**src/inc/erx_defines.vh**
```
// Constants for the receive checksum, counters and FIFO block
`ifndef ERX_DEFINES_VH
`define ERX_DEFINES_VH
`define ERX_A_OPMODE 8'h00
`define ERX_A_MISSED 8'h04
`define ERX_A_LEVEL 8'h08
`define ERX_OP_SAF 25
`define ERX_OP_DROPDIS 26
`define ERX_ND_MAX 16'hffff
`define ERX_OF_MAX 11'h7ff
`define ERX_ST_CSUM 0
`define ERX_ST_OVF 1
`define ERX_FREE_OVF 5'h02
`define ERX_DEPTH 16
`define ERX_AW 4
`define ERX_FW 38
`define ERX_TAG_TS 4'h0
`define ERX_TAG_ST 4'hf
`define ERX_K_DATA 2'h0
`define ERX_K_TS 2'h1
`define ERX_K_ST 2'h2
`define ERX_P_ETH_HI 16'h000c
`define ERX_P_ETH_LO 16'h000d
`define ERX_P_IP 16'h000e
`define ERX_P_V4LEN_HI 16'h0010
`define ERX_P_V4LEN_LO 16'h0011
`define ERX_P_V4PROTO 16'h0017
`define ERX_P_V4SRC 16'h001a
`define ERX_P_V4DST_END 16'h0021
`define ERX_P_V6LEN_HI 16'h0012
`define ERX_P_V6LEN_LO 16'h0013
`define ERX_P_V6NH 16'h0014
`define ERX_P_V6SRC 16'h0016
`define ERX_P_V6DST_END 16'h0035
`define ERX_P_V6PAY 16'h0036
`define ERX_MIN_FRAME 16'h003c
`define ERX_ET_V4 16'h0800
`define ERX_ET_V6 16'h86dd
`define ERX_PR_ICMP 8'h01
`define ERX_PR_TCP 8'h06
`define ERX_PR_UDP 8'h11
`define ERX_PR_ICMP6 8'h3a
`define ERX_EH_HOP 8'h00
`define ERX_EH_RT 8'h2b
`define ERX_EH_FRAG 8'h2c
`define ERX_EH_DST 8'h3c
`define ERX_EH_AUTH 8'h33
`define ERX_EH_BASE 16'h0008
`define ERX_CSUM_OK 16'hffff
`endif

```
**src/verilog/erx_top.v**
```verilog
// Receive checksum check, loss counters and receive FIFO controllers
//
// Design decisions made here: the register addresses and the APB register port.
`timescale 1ns/1ps
`default_nettype none
`include "erx_defines.vh"
// Contract
// - Verify TCP/UDP/ICMP checksum, flag mismatch in status
// - Flag payload length differing from IP header
// - Walk IPv6 extension headers to find payload
// - Extension header size is length*8 plus 8
// - Authentication header size is length*4 plus 8
// - Drop-disable bit forwards frames with checksum errors
// - Count no-descriptor losses and FIFO overflow losses
// - One register, rollover flags at 16 and 28
// - Rollover flags stay set until register read
// - Overflow when non-EOF word meets two free
// - On overflow write dummy EOF, then overflow status
// - After overflow discard rest, timestamp and status
// - Timestamp follows EOF, tagged all-zero byte enables
// - Status word last, tagged all-one byte enables
// - Reader decodes tags as timestamp or status
// - All-zero byte enables on EOF mean one byte
// - Store-and-forward mode is supported

module erx_fifo #(
   parameter W = 38,
   parameter D = 16,
   parameter AW = 4
) (
   // Clock and reset
   input wire clk,
   input wire rst_n,
   // Fill side
   input wire in_valid,
   output wire in_ready,
   input wire [W-1:0] in_data,
   // Drain side
   output wire out_valid,
   input wire out_ready,
   output wire [W-1:0] out_data,
   output wire [AW:0] level
);
   localparam [AW:0] DL = D;
   reg [W-1:0] mem_r [0:D-1];
   reg [AW:0] wp_r;
   reg [AW:0] rp_r;
   wire push;
   wire pop;
   assign level = wp_r - rp_r;
   assign in_ready = (level != DL);
   assign out_valid = (level != {(AW+1){1'b0}});
   assign out_data = mem_r[rp_r[AW-1:0]];
   assign push = in_valid & in_ready;
   assign pop = out_valid & out_ready;
   always @(posedge clk) begin
      if (push) begin
         mem_r[wp_r[AW-1:0]] <= in_data;
      end
   end
   always @(posedge clk or negedge rst_n) begin
      if (!rst_n) begin
         wp_r <= {(AW+1){1'b0}};
         rp_r <= {(AW+1){1'b0}};
      end else begin
         if (push) wp_r <= wp_r + 1'b1;
         if (pop) rp_r <= rp_r + 1'b1;
      end
   end
endmodule // erx_fifo

module erx_top (
   // APB
   input wire pclk,
   input wire presetn,
   input wire psel,
   input wire penable,
   input wire pwrite,
   input wire [7:0] paddr,
   input wire [31:0] pwdata,
   output reg [31:0] prdata,
   output reg pready,
   output reg pslverr,
   // MAC receiver side port
   input wire mrx_valid,
   input wire [31:0] mrx_data,
   input wire [3:0] mrx_be,
   input wire mrx_eof,
   input wire mrx_ts_valid,
   input wire [31:0] mrx_ts,
   input wire mrx_stat_valid,
   input wire [31:0] mrx_stat,
   // DMA
   input wire dma_no_desc,
   // Host read port
   input wire host_ready,
   output reg host_valid,
   output reg [1:0] host_kind,
   output reg [31:0] host_data,
   output reg [3:0] host_be,
   output reg host_eof
);
   localparam [1:0] W_DATA = 2'h0;
   localparam [1:0] W_OVS = 2'h1;
   localparam [1:0] W_DROP = 2'h2;
   localparam [1:0] W_CTL = 2'h3;
   localparam [1:0] R_IDLE = 2'h0;
   localparam [1:0] R_PASS = 2'h1;
   localparam [1:0] R_FLUSH = 2'h2;
   localparam [4:0] DEPTH_L = `ERX_DEPTH;

   integer i;
   // Registers
   reg saf_r, drop_csum_err_disable_r;
   reg [15:0] nd_cnt_r;
   reg [10:0] of_cnt_r;
   reg nd_flag_r, of_flag_r;
   reg [1:0] wst_r, wst_nxt, rst_r, rst_nxt;
   reg pts_v_r, pts_v_nxt, pstat_v_r, pstat_v_nxt, skip_r, skip_nxt;
   reg [31:0] pts_r, pts_nxt, pstat_r, pstat_nxt;
   reg [15:0] pos_r, pos_nxt, len_r, len_nxt, hs_r, hs_nxt, pay_r, pay_nxt;
   reg [15:0] cnt_r, cnt_nxt, plen;
   reg [7:0] ehi_r, ehi_nxt, pro_r, pro_nxt, nh_r, nh_nxt, nnh_r, nnh_nxt, b;
   reg [3:0] ihl_r, ihl_nxt, bev;
   reg ip4_r, ip4_nxt, ip6_r, ip6_nxt, fnd_r, fnd_nxt, cerr_r, cerr_nxt;
   reg [31:0] sum_r, sum_nxt, psum_r, psum_nxt, tot, f1;
   reg [15:0] f2;
   reg mism;
   // FIFO hookup
   reg w_valid, v_push, ovf_ev, f_ready, v_ready, load;
   reg [`ERX_FW-1:0] w_data;
   wire w_ready, f_valid, v_valid, v_ready_unused;
   wire [`ERX_FW-1:0] f_data;
   wire [0:0] v_data;
   wire [4:0] level;
   wire [4:0] vlevel;
   wire [4:0] free;
   wire is_ctl, is_st, slot_free, apb_done, rd_clr;
   wire [1:0] kind;

   function [31:0] wt;
      input [7:0] bb;
      input odd;
      begin
         wt = odd ? {24'h0, bb} : {16'h0, bb, 8'h0};
      end
   endfunction

   function is_ext;
      input [7:0] n;
      begin
         is_ext = (n == `ERX_EH_HOP) | (n == `ERX_EH_RT) | (n == `ERX_EH_FRAG) |
            (n == `ERX_EH_DST) | (n == `ERX_EH_AUTH);
      end
   endfunction

   // Header parser and checksum, byte by byte
   always @* begin
      pos_nxt = pos_r; ehi_nxt = ehi_r; ip4_nxt = ip4_r; ip6_nxt = ip6_r;
      ihl_nxt = ihl_r; len_nxt = len_r; pro_nxt = pro_r; nh_nxt = nh_r;
      nnh_nxt = nnh_r; hs_nxt = hs_r; fnd_nxt = fnd_r; pay_nxt = pay_r;
      sum_nxt = sum_r; psum_nxt = psum_r; cnt_nxt = cnt_r; cerr_nxt = cerr_r;
      b = 8'h0; plen = 16'h0; tot = 32'h0; f1 = 32'h0; f2 = 16'h0; mism = 1'b0;
      bev = (mrx_be == 4'h0) ? 4'h1 : mrx_be;
      if (mrx_valid) begin
         for (i = 0; i < 4; i = i + 1) begin
            if (bev[i]) begin
               b = mrx_data[8*i +: 8];
               if (pos_nxt == `ERX_P_ETH_HI) ehi_nxt = b;
               if (pos_nxt == `ERX_P_ETH_LO) begin
                  ip4_nxt = ({ehi_nxt, b} == `ERX_ET_V4);
                  ip6_nxt = ({ehi_nxt, b} == `ERX_ET_V6);
                  hs_nxt = `ERX_P_V6PAY;
               end
               if (ip4_nxt) begin
                  if (pos_nxt == `ERX_P_IP) ihl_nxt = b[3:0];
                  if (pos_nxt == `ERX_P_V4LEN_HI) len_nxt[15:8] = b;
                  if (pos_nxt == `ERX_P_V4LEN_LO) len_nxt[7:0] = b;
                  if (pos_nxt == `ERX_P_V4PROTO) begin
                     pro_nxt = b;
                     fnd_nxt = (b == `ERX_PR_TCP) | (b == `ERX_PR_UDP) | (b == `ERX_PR_ICMP);
                     pay_nxt = `ERX_P_IP + {10'h0, ihl_nxt, 2'h0};
                  end
                  if (pos_nxt >= `ERX_P_V4SRC && pos_nxt <= `ERX_P_V4DST_END)
                     psum_nxt = psum_nxt + wt(b, pos_nxt[0]);
               end
               if (ip6_nxt) begin
                  if (pos_nxt == `ERX_P_V6LEN_HI) len_nxt[15:8] = b;
                  if (pos_nxt == `ERX_P_V6LEN_LO) len_nxt[7:0] = b;
                  if (pos_nxt == `ERX_P_V6NH) nh_nxt = b;
                  if (pos_nxt >= `ERX_P_V6SRC && pos_nxt <= `ERX_P_V6DST_END)
                     psum_nxt = psum_nxt + wt(b, pos_nxt[0]);
                  // Size is the second byte
                  if (!fnd_nxt && is_ext(nh_nxt) && pos_nxt == hs_nxt + 16'h1) begin
                     if (nh_nxt == `ERX_EH_AUTH)
                        hs_nxt = hs_nxt + {6'h0, b, 2'h0} + `ERX_EH_BASE;
                     else
                        hs_nxt = hs_nxt + {5'h0, b, 3'h0} + `ERX_EH_BASE;
                     nh_nxt = nnh_nxt;
                  end
                  if (!fnd_nxt && pos_nxt == hs_nxt) begin
                     if (is_ext(nh_nxt)) begin
                        nnh_nxt = b;
                     end else if ((nh_nxt == `ERX_PR_TCP) | (nh_nxt == `ERX_PR_UDP) |
                        (nh_nxt == `ERX_PR_ICMP6)) begin
                        fnd_nxt = 1'b1;
                        pro_nxt = nh_nxt;
                        pay_nxt = hs_nxt;
                     end
                  end
               end
               plen = ip4_nxt ? len_nxt - {10'h0, ihl_nxt, 2'h0} :
                  len_nxt - (pay_nxt - `ERX_P_V6PAY);
               if (fnd_nxt && pos_nxt >= pay_nxt) begin
                  // Padding stays out of the sum
                  if (cnt_nxt < plen) sum_nxt = sum_nxt + wt(b, pos_nxt[0]);
                  cnt_nxt = cnt_nxt + 16'h1;
               end
               pos_nxt = pos_nxt + 16'h1;
            end
         end
         if (mrx_eof) begin
            plen = ip4_nxt ? len_nxt - {10'h0, ihl_nxt, 2'h0} :
               len_nxt - (pay_nxt - `ERX_P_V6PAY);
            tot = sum_nxt;
            if (ip6_nxt || pro_nxt != `ERX_PR_ICMP)
               tot = tot + psum_nxt + {16'h0, plen} + {24'h0, pro_nxt};
            f1 = {16'h0, tot[31:16]} + {16'h0, tot[15:0]};
            f2 = f1[15:0] + f1[31:16];
            mism = (cnt_nxt != plen) && !(cnt_nxt > plen && pos_nxt <= `ERX_MIN_FRAME);
            if (wst_r == W_DATA) cerr_nxt = fnd_nxt & ((f2 != `ERX_CSUM_OK) | mism);
            pos_nxt = 16'h0; ip4_nxt = 1'b0; ip6_nxt = 1'b0; fnd_nxt = 1'b0;
            sum_nxt = 32'h0; psum_nxt = 32'h0; cnt_nxt = 16'h0; len_nxt = 16'h0;
         end
      end
   end

   assign free = DEPTH_L - level;

   // Receive FIFO write controller
   always @* begin
      wst_nxt = wst_r; w_valid = 1'b0; w_data = {`ERX_FW{1'b0}}; v_push = 1'b0;
      ovf_ev = 1'b0; pts_v_nxt = pts_v_r; pts_nxt = pts_r; pstat_v_nxt = pstat_v_r;
      pstat_nxt = pstat_r; skip_nxt = skip_r;
      case (wst_r)
         W_DATA: begin
            if (mrx_ts_valid) begin
               pts_v_nxt = 1'b1;
               pts_nxt = mrx_ts;
            end
            if (mrx_stat_valid) begin
               pstat_v_nxt = 1'b1;
               pstat_nxt = mrx_stat;
            end
            if (mrx_valid) begin
               if (!mrx_eof && free <= `ERX_FREE_OVF) begin
                  w_valid = 1'b1;
                  w_data = {1'b0, 1'b1, `ERX_TAG_ST, 32'h0};
                  ovf_ev = 1'b1;
                  pts_v_nxt = 1'b0;
                  pstat_v_nxt = 1'b0;
                  wst_nxt = W_OVS;
               end else begin
                  w_valid = 1'b1;
                  w_data = {1'b0, mrx_eof, mrx_be, mrx_data};
                  if (mrx_eof) wst_nxt = W_CTL;
               end
            end
         end
         W_OVS: begin
            w_valid = 1'b1;
            w_data = {1'b1, 1'b0, `ERX_TAG_ST, 32'h1 << `ERX_ST_OVF};
            v_push = 1'b1;
            wst_nxt = mrx_stat_valid ? W_DATA : W_DROP;
         end
         W_DROP: begin
            if (mrx_stat_valid) begin
               wst_nxt = W_DATA;
               skip_nxt = 1'b0;
            end
         end
         default: begin
            // A frame starting early is lost whole
            if (mrx_valid && !skip_r) begin
               skip_nxt = 1'b1;
               ovf_ev = 1'b1;
            end
            if (mrx_ts_valid && !pstat_v_r) begin
               pts_v_nxt = 1'b1;
               pts_nxt = mrx_ts;
            end
            if (mrx_stat_valid) begin
               if (!pstat_v_r) begin
                  pstat_v_nxt = 1'b1;
                  pstat_nxt = mrx_stat;
               end else begin
                  skip_nxt = 1'b0;
               end
            end
            if (w_ready) begin
               if (pts_v_r) begin
                  w_valid = 1'b1;
                  w_data = {1'b1, 1'b0, `ERX_TAG_TS, pts_r};
                  pts_v_nxt = 1'b0;
               end else if (pstat_v_r) begin
                  w_valid = 1'b1;
                  w_data = {1'b1, 1'b0, `ERX_TAG_ST,
                     pstat_r | ({31'h0, cerr_r} << `ERX_ST_CSUM)};
                  pstat_v_nxt = 1'b0;
                  v_push = 1'b1;
                  wst_nxt = skip_nxt ? W_DROP : W_DATA;
               end
            end
         end
      endcase
   end

   erx_fifo #(.W(`ERX_FW), .D(`ERX_DEPTH), .AW(`ERX_AW)) u_data_fifo (
      .clk(pclk), .rst_n(presetn),
      .in_valid(w_valid), .in_ready(w_ready), .in_data(w_data),
      .out_valid(f_valid), .out_ready(f_ready), .out_data(f_data),
      .level(level)
   );

   // One verdict per stored frame: drop or forward
   erx_fifo #(.W(1), .D(`ERX_DEPTH), .AW(`ERX_AW)) u_verdict_fifo (
      .clk(pclk), .rst_n(presetn),
      .in_valid(v_push), .in_ready(v_ready_unused),
      .in_data(cerr_r & ~drop_csum_err_disable_r & (wst_r == W_CTL)),
      .out_valid(v_valid), .out_ready(v_ready), .out_data(v_data),
      .level(vlevel)
   );

   // Receive FIFO read controller
   assign is_ctl = f_data[`ERX_FW-1];
   assign is_st = is_ctl & (f_data[35:32] == `ERX_TAG_ST);
   assign kind = !is_ctl ? `ERX_K_DATA :
      (f_data[35:32] == `ERX_TAG_TS) ? `ERX_K_TS : `ERX_K_ST;
   assign slot_free = ~host_valid | host_ready;

   always @* begin
      rst_nxt = rst_r; f_ready = 1'b0; v_ready = 1'b0; load = 1'b0;
      case (rst_r)
         R_IDLE: begin
            // Store-and-forward waits for the verdict
            if (f_valid && (!saf_r || v_valid)) begin
               rst_nxt = (saf_r && v_data[0]) ? R_FLUSH : R_PASS;
            end
         end
         R_PASS: begin
            if (f_valid && slot_free) begin
               f_ready = 1'b1;
               load = 1'b1;
               if (is_st) begin
                  v_ready = v_valid;
                  rst_nxt = R_IDLE;
               end
            end
         end
         default: begin
            if (f_valid) begin
               f_ready = 1'b1;
               if (is_st) begin
                  v_ready = v_valid;
                  rst_nxt = R_IDLE;
               end
            end
         end
      endcase
   end

   // APB slave, one wait state
   assign apb_done = psel & penable & pready;
   assign rd_clr = apb_done & ~pwrite & (paddr == `ERX_A_MISSED);

   always @(posedge pclk or negedge presetn) begin
      if (!presetn) begin
         prdata <= 32'h0; pready <= 1'b0; pslverr <= 1'b0;
         saf_r <= 1'b0; drop_csum_err_disable_r <= 1'b0;
         nd_cnt_r <= 16'h0; of_cnt_r <= 11'h0; nd_flag_r <= 1'b0; of_flag_r <= 1'b0;
         wst_r <= W_DATA; rst_r <= R_IDLE; skip_r <= 1'b0;
         pts_v_r <= 1'b0; pts_r <= 32'h0; pstat_v_r <= 1'b0; pstat_r <= 32'h0;
         pos_r <= 16'h0; len_r <= 16'h0; hs_r <= 16'h0; pay_r <= 16'h0; cnt_r <= 16'h0;
         ehi_r <= 8'h0; pro_r <= 8'h0; nh_r <= 8'h0; nnh_r <= 8'h0; ihl_r <= 4'h0;
         ip4_r <= 1'b0; ip6_r <= 1'b0; fnd_r <= 1'b0; cerr_r <= 1'b0;
         sum_r <= 32'h0; psum_r <= 32'h0;
         host_valid <= 1'b0; host_kind <= `ERX_K_DATA; host_data <= 32'h0;
         host_be <= 4'h0; host_eof <= 1'b0;
      end else begin
         pready <= psel & penable & ~pready;
         if (psel && penable && !pready) begin
            pslverr <= 1'b0;
            prdata <= 32'h0;
            if (paddr == `ERX_A_OPMODE) begin
               prdata[`ERX_OP_SAF] <= saf_r;
               prdata[`ERX_OP_DROPDIS] <= drop_csum_err_disable_r;
            end else if (paddr == `ERX_A_MISSED) begin
               prdata <= {3'h0, of_flag_r, of_cnt_r, nd_flag_r, nd_cnt_r};
            end else if (paddr == `ERX_A_LEVEL) begin
               prdata <= {27'h0, level};
            end else begin
               pslverr <= 1'b1;
            end
         end
         if (apb_done && pwrite && paddr == `ERX_A_OPMODE) begin
            saf_r <= pwdata[`ERX_OP_SAF];
            drop_csum_err_disable_r <= pwdata[`ERX_OP_DROPDIS];
         end
         if (dma_no_desc) nd_cnt_r <= nd_cnt_r + 16'h1;
         if (ovf_ev) of_cnt_r <= of_cnt_r + 11'h1;
         // Rollover beats read clear
         if (dma_no_desc && nd_cnt_r == `ERX_ND_MAX) nd_flag_r <= 1'b1;
         else if (rd_clr) nd_flag_r <= 1'b0;
         if (ovf_ev && of_cnt_r == `ERX_OF_MAX) of_flag_r <= 1'b1;
         else if (rd_clr) of_flag_r <= 1'b0;
         wst_r <= wst_nxt; rst_r <= rst_nxt; skip_r <= skip_nxt;
         pts_v_r <= pts_v_nxt; pts_r <= pts_nxt; pstat_v_r <= pstat_v_nxt; pstat_r <= pstat_nxt;
         pos_r <= pos_nxt; len_r <= len_nxt; hs_r <= hs_nxt; pay_r <= pay_nxt; cnt_r <= cnt_nxt;
         ehi_r <= ehi_nxt; pro_r <= pro_nxt; nh_r <= nh_nxt; nnh_r <= nnh_nxt; ihl_r <= ihl_nxt;
         ip4_r <= ip4_nxt; ip6_r <= ip6_nxt; fnd_r <= fnd_nxt; cerr_r <= cerr_nxt;
         sum_r <= sum_nxt; psum_r <= psum_nxt;
         if (load) begin
            host_valid <= 1'b1;
            host_kind <= kind;
            host_data <= f_data[31:0];
            host_be <= f_data[35:32];
            host_eof <= f_data[36];
         end else if (host_ready) begin
            host_valid <= 1'b0;
         end
      end
   end
endmodule // erx_top
`default_nettype wire

```
**config.mk**
```make
export PLATFORM = sky130hd
export DESIGN_NAME = erx_top
export DESIGN_NICKNAME = d
export VERILOG_FILES = /design/src/verilog/erx_top.v
export VERILOG_INCLUDE_DIRS = /design/src /design/src/inc
export SDC_FILE = /design/constraint.sdc
export NUM_CORES = 2
export LEC_CHECK = 0
export BUFFER_PORTS_ARGS = -buffer_cell sky130_fd_sc_hd__buf_2
export CAP_MARGIN = 20
export CORE_ASPECT_RATIO = 0.7
export CORE_MARGIN = 4
export CORE_UTILIZATION = 57
export CTS_CLUSTER_DIAMETER = 60
export CTS_CLUSTER_SIZE = 10
export DETAILED_ROUTE_END_ITERATION = 8
export PLACE_DENSITY = 0.79
export REMOVE_ABC_BUFFERS = 1
export SLEW_MARGIN = 20
export SYNTH_ARGS = -nofsm -noshare
export SYNTH_HDL_FRONTEND = slang
export SYNTH_SLANG_ARGS = --single-unit
```
**constraint.sdc**
```tcl
create_clock -name pclk -period 25.9 [get_ports pclk]
set_input_delay 1.295 -clock pclk [delete_from_list [all_inputs] [get_ports pclk]]
set_output_delay 1.295 -clock pclk [all_outputs]
set_load 0.02 [all_outputs]
```
==> summary.md, run 1 <==
| Metric | Value |
|---|---|
| Basic-gate share of the synthesized area counting and, or, nand and nor cells | 16.6% |
| Global-route wire length before repair | 765000 µm |
| Ranking of synthesized cells by area | edfxtp_1, ha_1, dfrtp_1 |
| Sequential-to-total area share from yosys stat | 30.9% |
| Fraction of registers with async set or reset after synthesis | 37.7% |
| Stage at which the flow ended | global routing |
| Top-count cell post-synth | nor2_1 |
| Synthesized netlist cell count | 9936 |
| Global routing usage summed across all routing layers | 64.8% |
| Fraction of synthesized cell area in xor and xnor cells | 7.36% |
| Fraction of the mapped netlist area in compound gates | 17.3% |
| I/O pin cnt | 225 |
| Num Clock Sinks | 1001 |
| Mean instance size in the synthesized netlist | 9.17 µm² |
| Overflow left after global routing | 125 |
| Number of global-route vias before repair | 100k |
| Pin count of the biggest net entering global routing | 146 |
| Combinational family with the most area after synthesis | compound AO/OA/AOI/OAI gates |
| Port bufs | 191 |
| Root Buffer Master | clkbuf_16 |
| Number of CTS-inserted buffers | 130 |
| Synthesized flop and latch total | 1001 |
| Number of rows created at floorplan | 122 |
| Result of the run | aborted with a tool error |
| Clock buffer depth | 3 |
| Final GP Congestion | 1.22 |
| Mux share of post-synthesis cell area | 11.1% |
| Post-synthesis cell type with the largest combined area | edfxtp_1 |
| Width of the die | 486 µm |
| Total of warnings raised by yosys | 0 |
| Synthesized cell area | 91200 µm² |
| Standard cell area after detailed placement | 106000 µm² |
| H-tree level count | 4 |
| Post-CTS Hold Buffers | 0 |
| Leading register cell type out of synthesis | edfxtp_1 |
| Number of synthesized flops with an enable pin | 624 |
| Initial core utilization | 57.5% |
| Die Y | 343 µm |
| Adder and majority gate portion of the synthesized area | 11.8% |
| Detailed-placement wirelength estimate | 360000 µm |
| Share of the synthesized area in the top cell type | 20.6% |
| Count of different cell masters after synthesis | 136 |
| Top post-synthesis cells by count | nor2_1, ha_1, nand2_1, a21oi_1 |
| Tool error | [ERROR GRT-0116] Global routing finished with congestion. Check the congestion regions in the DRC Viewer. |
-- metal layers --
metal,overflow,track usage [%]
met1,1,74.7
met2,53,79.1
met3,6,49.4
met4,64,44.2
met5,1,21.9
-- cells by family after synthesis --
kind of cell    Yosys count
flops                  1001
mux                     724
fa+ha+maj               828
xor+xnor                758
buf+inv                1146
compound gates         2440
other cells               1
simple gates           3038
-- through the flow --
stage	TNS [ns]	worst slack (ns)	util, %	hold WS [ns]	std cells
floorplan	-14.17	-6.00	-	0.455	9438
global placement	-1.10	-1.10	66.6	0.450	13381
detailed placement	-1.64	-1.64	66.6	0.451	13383
CTS	0	0.00524	69.6	0.464	13626
-- what timing repair did --
item,CTS
resized for setup,112
endpoints found under the setup margin,1
pin swaps,24
setup buffers,9
cloned,0
==> inputs of run 2 (changes only) <==
--- a/config.mk
+++ b/config.mk
@@ -8,13 +8,10 @@
 export LEC_CHECK = 0
 export BUFFER_PORTS_ARGS = -buffer_cell sky130_fd_sc_hd__buf_2
 export CAP_MARGIN = 20
-export CORE_ASPECT_RATIO = 0.7
 export CORE_MARGIN = 4
-export CORE_UTILIZATION = 57
-export CTS_CLUSTER_DIAMETER = 60
-export CTS_CLUSTER_SIZE = 10
+export CORE_UTILIZATION = 40
 export DETAILED_ROUTE_END_ITERATION = 8
-export PLACE_DENSITY = 0.79
+export PLACE_DENSITY_LB_ADDON = 0.15
 export REMOVE_ABC_BUFFERS = 1
 export SLEW_MARGIN = 20
 export SYNTH_ARGS = -nofsm -noshare
==> constraint.sdc (replaced) <==
create_clock -name pclk -period 33.7 [get_ports pclk]
set_input_delay 1.685 -clock pclk [delete_from_list [all_inputs] [get_ports pclk]]
set_output_delay 1.685 -clock pclk [all_outputs]
set_load 0.02 [all_outputs]
==> run 2 against run 1 <==
Synthesized area unchanged. Synthesized cell count unchanged. The run now ends clean.
==> summary.md, run 2 <==
| Metric | Value |
|---|---|
| Req. time, crit path | 34.29 ns |
| Grt met2 use | 47.7% |
| Number of rows created at floorplan | 174 |
| Cell at the slowest stage of the critical path | mux2i_1 |
| Layout cells sized above 1 | 12.8% |
| Initial DRC Count | 10.4k |
| Max-cap violation count | 0 |
| Leading register cell type out of synthesis | edfxtp_1 |
| Period utilisation layout | 93.3% |
| Num Clock Sinks | 1001 |
| End of the worst register-to-register path | cerr_r |
| Post-cts resize count | 0 |
| Port bufs | 191 |
| Max FFs per register | 608 |
| Area used by multi-input combinational logic | 58700 µm² |
| Max Clock Freq | 0.0318 GHz |
| Setup slack of the most critical reg-to-reg path | 2.46 ns |
| Highest-count cells in the layout ignoring fill and taps | nor2_1, ha_1, nand2_1 |
| Global routing usage summed across all routing layers | 32.7% |
| TNS Setup | 0 ns |
| Commonest non-fill, non-tap cell in the layout | nor2_1 |
| Static Leak | 41.4 nW |
| Drt wl/cell | 30.5 µm |
| Critical Path End Type | flop |
| Die Y | 485 µm |
| Overflow left after global routing | 0 |
| Worst-Margin Slew | 1.23 ns |
| Crit-path max cell delay | 0.81 ns |
| Area of the core | 226000 µm² |
| Ranking of synthesized cells by area | edfxtp_1, ha_1, dfrtp_1 |
| Top-count cell post-synth | nor2_1 |
| Post-route antenna net violation count | 0 |
| Power density over the cells | 75.5 nW/µm² |
| Critical path class | primary input to flop |
| Final GP Congestion | 1.06 |
| Largest fanout on the critical path | 43 |
| Hold Path Origin | prdata[16] |
| Drt first pass iters | 6 |
| Arrival time of the worst setup path | 32.05 ns |
| I/O pin cnt | 225 |
| Area taken by flip-flops and latches | 28200 µm² |
| Synthesized flop and latch total | 1001 |
| Met1 global-route usage | 45.1% |
| Clock buffer depth | 3 |
| Result of the run | completed |
| IR drop worst, VDD | 0.0000865 V |
| Number of CTS-inserted buffers | 110 |
| Top post-synthesis cells by count | nor2_1, ha_1, nand2_1, a21oi_1 |
| Hold EP | prdata[16] |
| Clock insertion delay at the later pin of the skew report | 0.82 ns |
| Synthesized cell area | 91200 µm² |
| Total of warnings raised by yosys | 0 |
| Unrepaired setup endpoints after global routing | no |
| Grt met3 use | 8.09% |
| Fraction of registers with async set or reset after synthesis | 37.7% |
| Root Buffer Master | clkbuf_16 |
| Share of the synthesized area in the top cell type | 20.6% |
| Total power | 7.55 mW |
| Number of remaining DRC errors | 0 |
| Startpoint of the worst-slack reg-to-reg timing path | pos_r[1] |
| Fin. Hold Viols | 0 |
| Number of endpoints failing setup at the final stage | 0 |
| Synthesized netlist cell count | 9936 |
| # fillers | 21.8k |
| Wire length after detailed routing | 400000 µm |
| Mean instance size in the synthesized netlist | 9.17 µm² |
| Setup slack at placement | 2.30 ns |
| Global-route wire length before repair | 566000 µm |
| Count of different cell masters after synthesis | 136 |
| Pin count of the biggest net entering global routing | 98 |
| Number of synthesized flops with an enable pin | 624 |
| Routed via count | 83.3k |
| Normalized max-slew margin | 17.1% |
| Clk slew on worst S/H paths | 0.06 ns |
| H-tree level count | 3 |
| Width of the die | 485 µm |
| Layer with the highest usage | met2 |
| Kind of path behind the tightest hold check | flop to flop |
| Sequential-to-total area share from yosys stat | 30.9% |
| Antenna violations before repair | 36 |
| Detailed-placement wirelength estimate | 302000 µm |
| Initial core utilization | 40.4% |
| Post-synthesis cell type with the largest combined area | edfxtp_1 |
| Number of max-slew violations in the final report | 0 |
| Cell depth of the worst hold path | 2 |
| Final Critical Period | 31.46 ns |
| Number of nets in the layout | 11.0k |
| Post-Route Skew | 0.0828 ns |
| Post-CTS repair timing setup buffer count | 0 |
| Layout Utilization | 44.3% |
| Final setup margin | 2.24 ns |
| Post-DR vias/cell | 6.35 |
| CTS tree | yes |
| Post-CTS Hold Buffers | 0 |
| Type of origin of the critical path | primary input |
| Most frequent cell on the critical path | a21oi_1 |
| Cell count of the worst reg-to-reg path | 137 |
| Area enclosed by the die boundary | 236000 µm² |
| Synth-to-layout area growth | 9.78% |
| Hold_ws | 0.459 ns |
| Number of global-route vias before repair | 78.2k |
[run 2: where the power goes]
part / leakage, nW / switching [mW] / total (mW) / internal [mW]
Clock: 1.87 / 0.546 / 1.30 / 0.750
Sequential: 10.5 / 0.176 / 1.79 / 1.61
Combinational: 29.0 / 2.73 / 4.47 / 1.74
Total: 41.4 / 3.45 / 7.55 / 4.10
[run 2: cell families after synthesis]
family,Yosys count,share of synthesized area (%)
other,1,0.00411
XOR/XNOR,758,7.36
flip-flops,1001,30.9
buffers and inverters,1146,4.95
AND/OR/NAND/NOR,3038,16.6
multiplexers,724,11.1
adder cells (fa/ha/maj),828,11.8
AO/OA/AOI/OAI,2440,17.3
[run 2: final cells by class]
| class | count | area share [%] |
|---|---|---|
| Antenna cell | 28 | 0.0700 |
| Inverter | 646 | 2.43 |
| Clock inverter | 55 | 0.800 |
| Multi-Input combinational cell | 7791 | 58.7 |
| Sequential cell | 1001 | 28.2 |
| Timing Repair Buffer | 455 | 3.04 |
| Clock buffer | 154 | 3.08 |
| Tap cell | 2992 | 3.74 |
[run 2: worst max path at each step]
stage	startpoint	depth (start not counted)	slack (ns)	end
CTS	mrx_be[1]	125	3.03	cerr_r
global route	mrx_be[1]	130	0.14	cerr_r
floorplan	mrx_be[1]	115	1.41	cerr_r
detailed placement	mrx_be[1]	126	2.30	cerr_r
finish	mrx_be[3]	130	2.24	cerr_r
global placement	mrx_be[1]	126	2.55	cerr_r
[run 2: critical path: cells and delay by family]
kind | cells | cell delay, ns
compound gates | 59 | 12.83
buf+inv | 11 | 2.48
mux | 2 | 0.96
xor+xnor | 10 | 1.74
simple gates | 34 | 7.83
fa+ha+maj | 14 | 4.38
[run 2: metrics by stage]
step | instance area, µm² | instances
3_3_place_gp | 96000 | 12879
6_report | 100000 | 13122
5_1_grt | 100000 | 13095
2_1_floorplan | 89100 | 9438
4_1_cts | 99900 | 13091
3_5_place_dp | 96000 | 12882
[run 2: metal layers]
metal  wire length [µm]  vias to the layer above
li1                   -                    36633
met1             167000                    40942
met2             166000                     4746
met3              43200                      994
met4              22800                       20
met5                130                        -
Power figures use the tool's default switching activity.
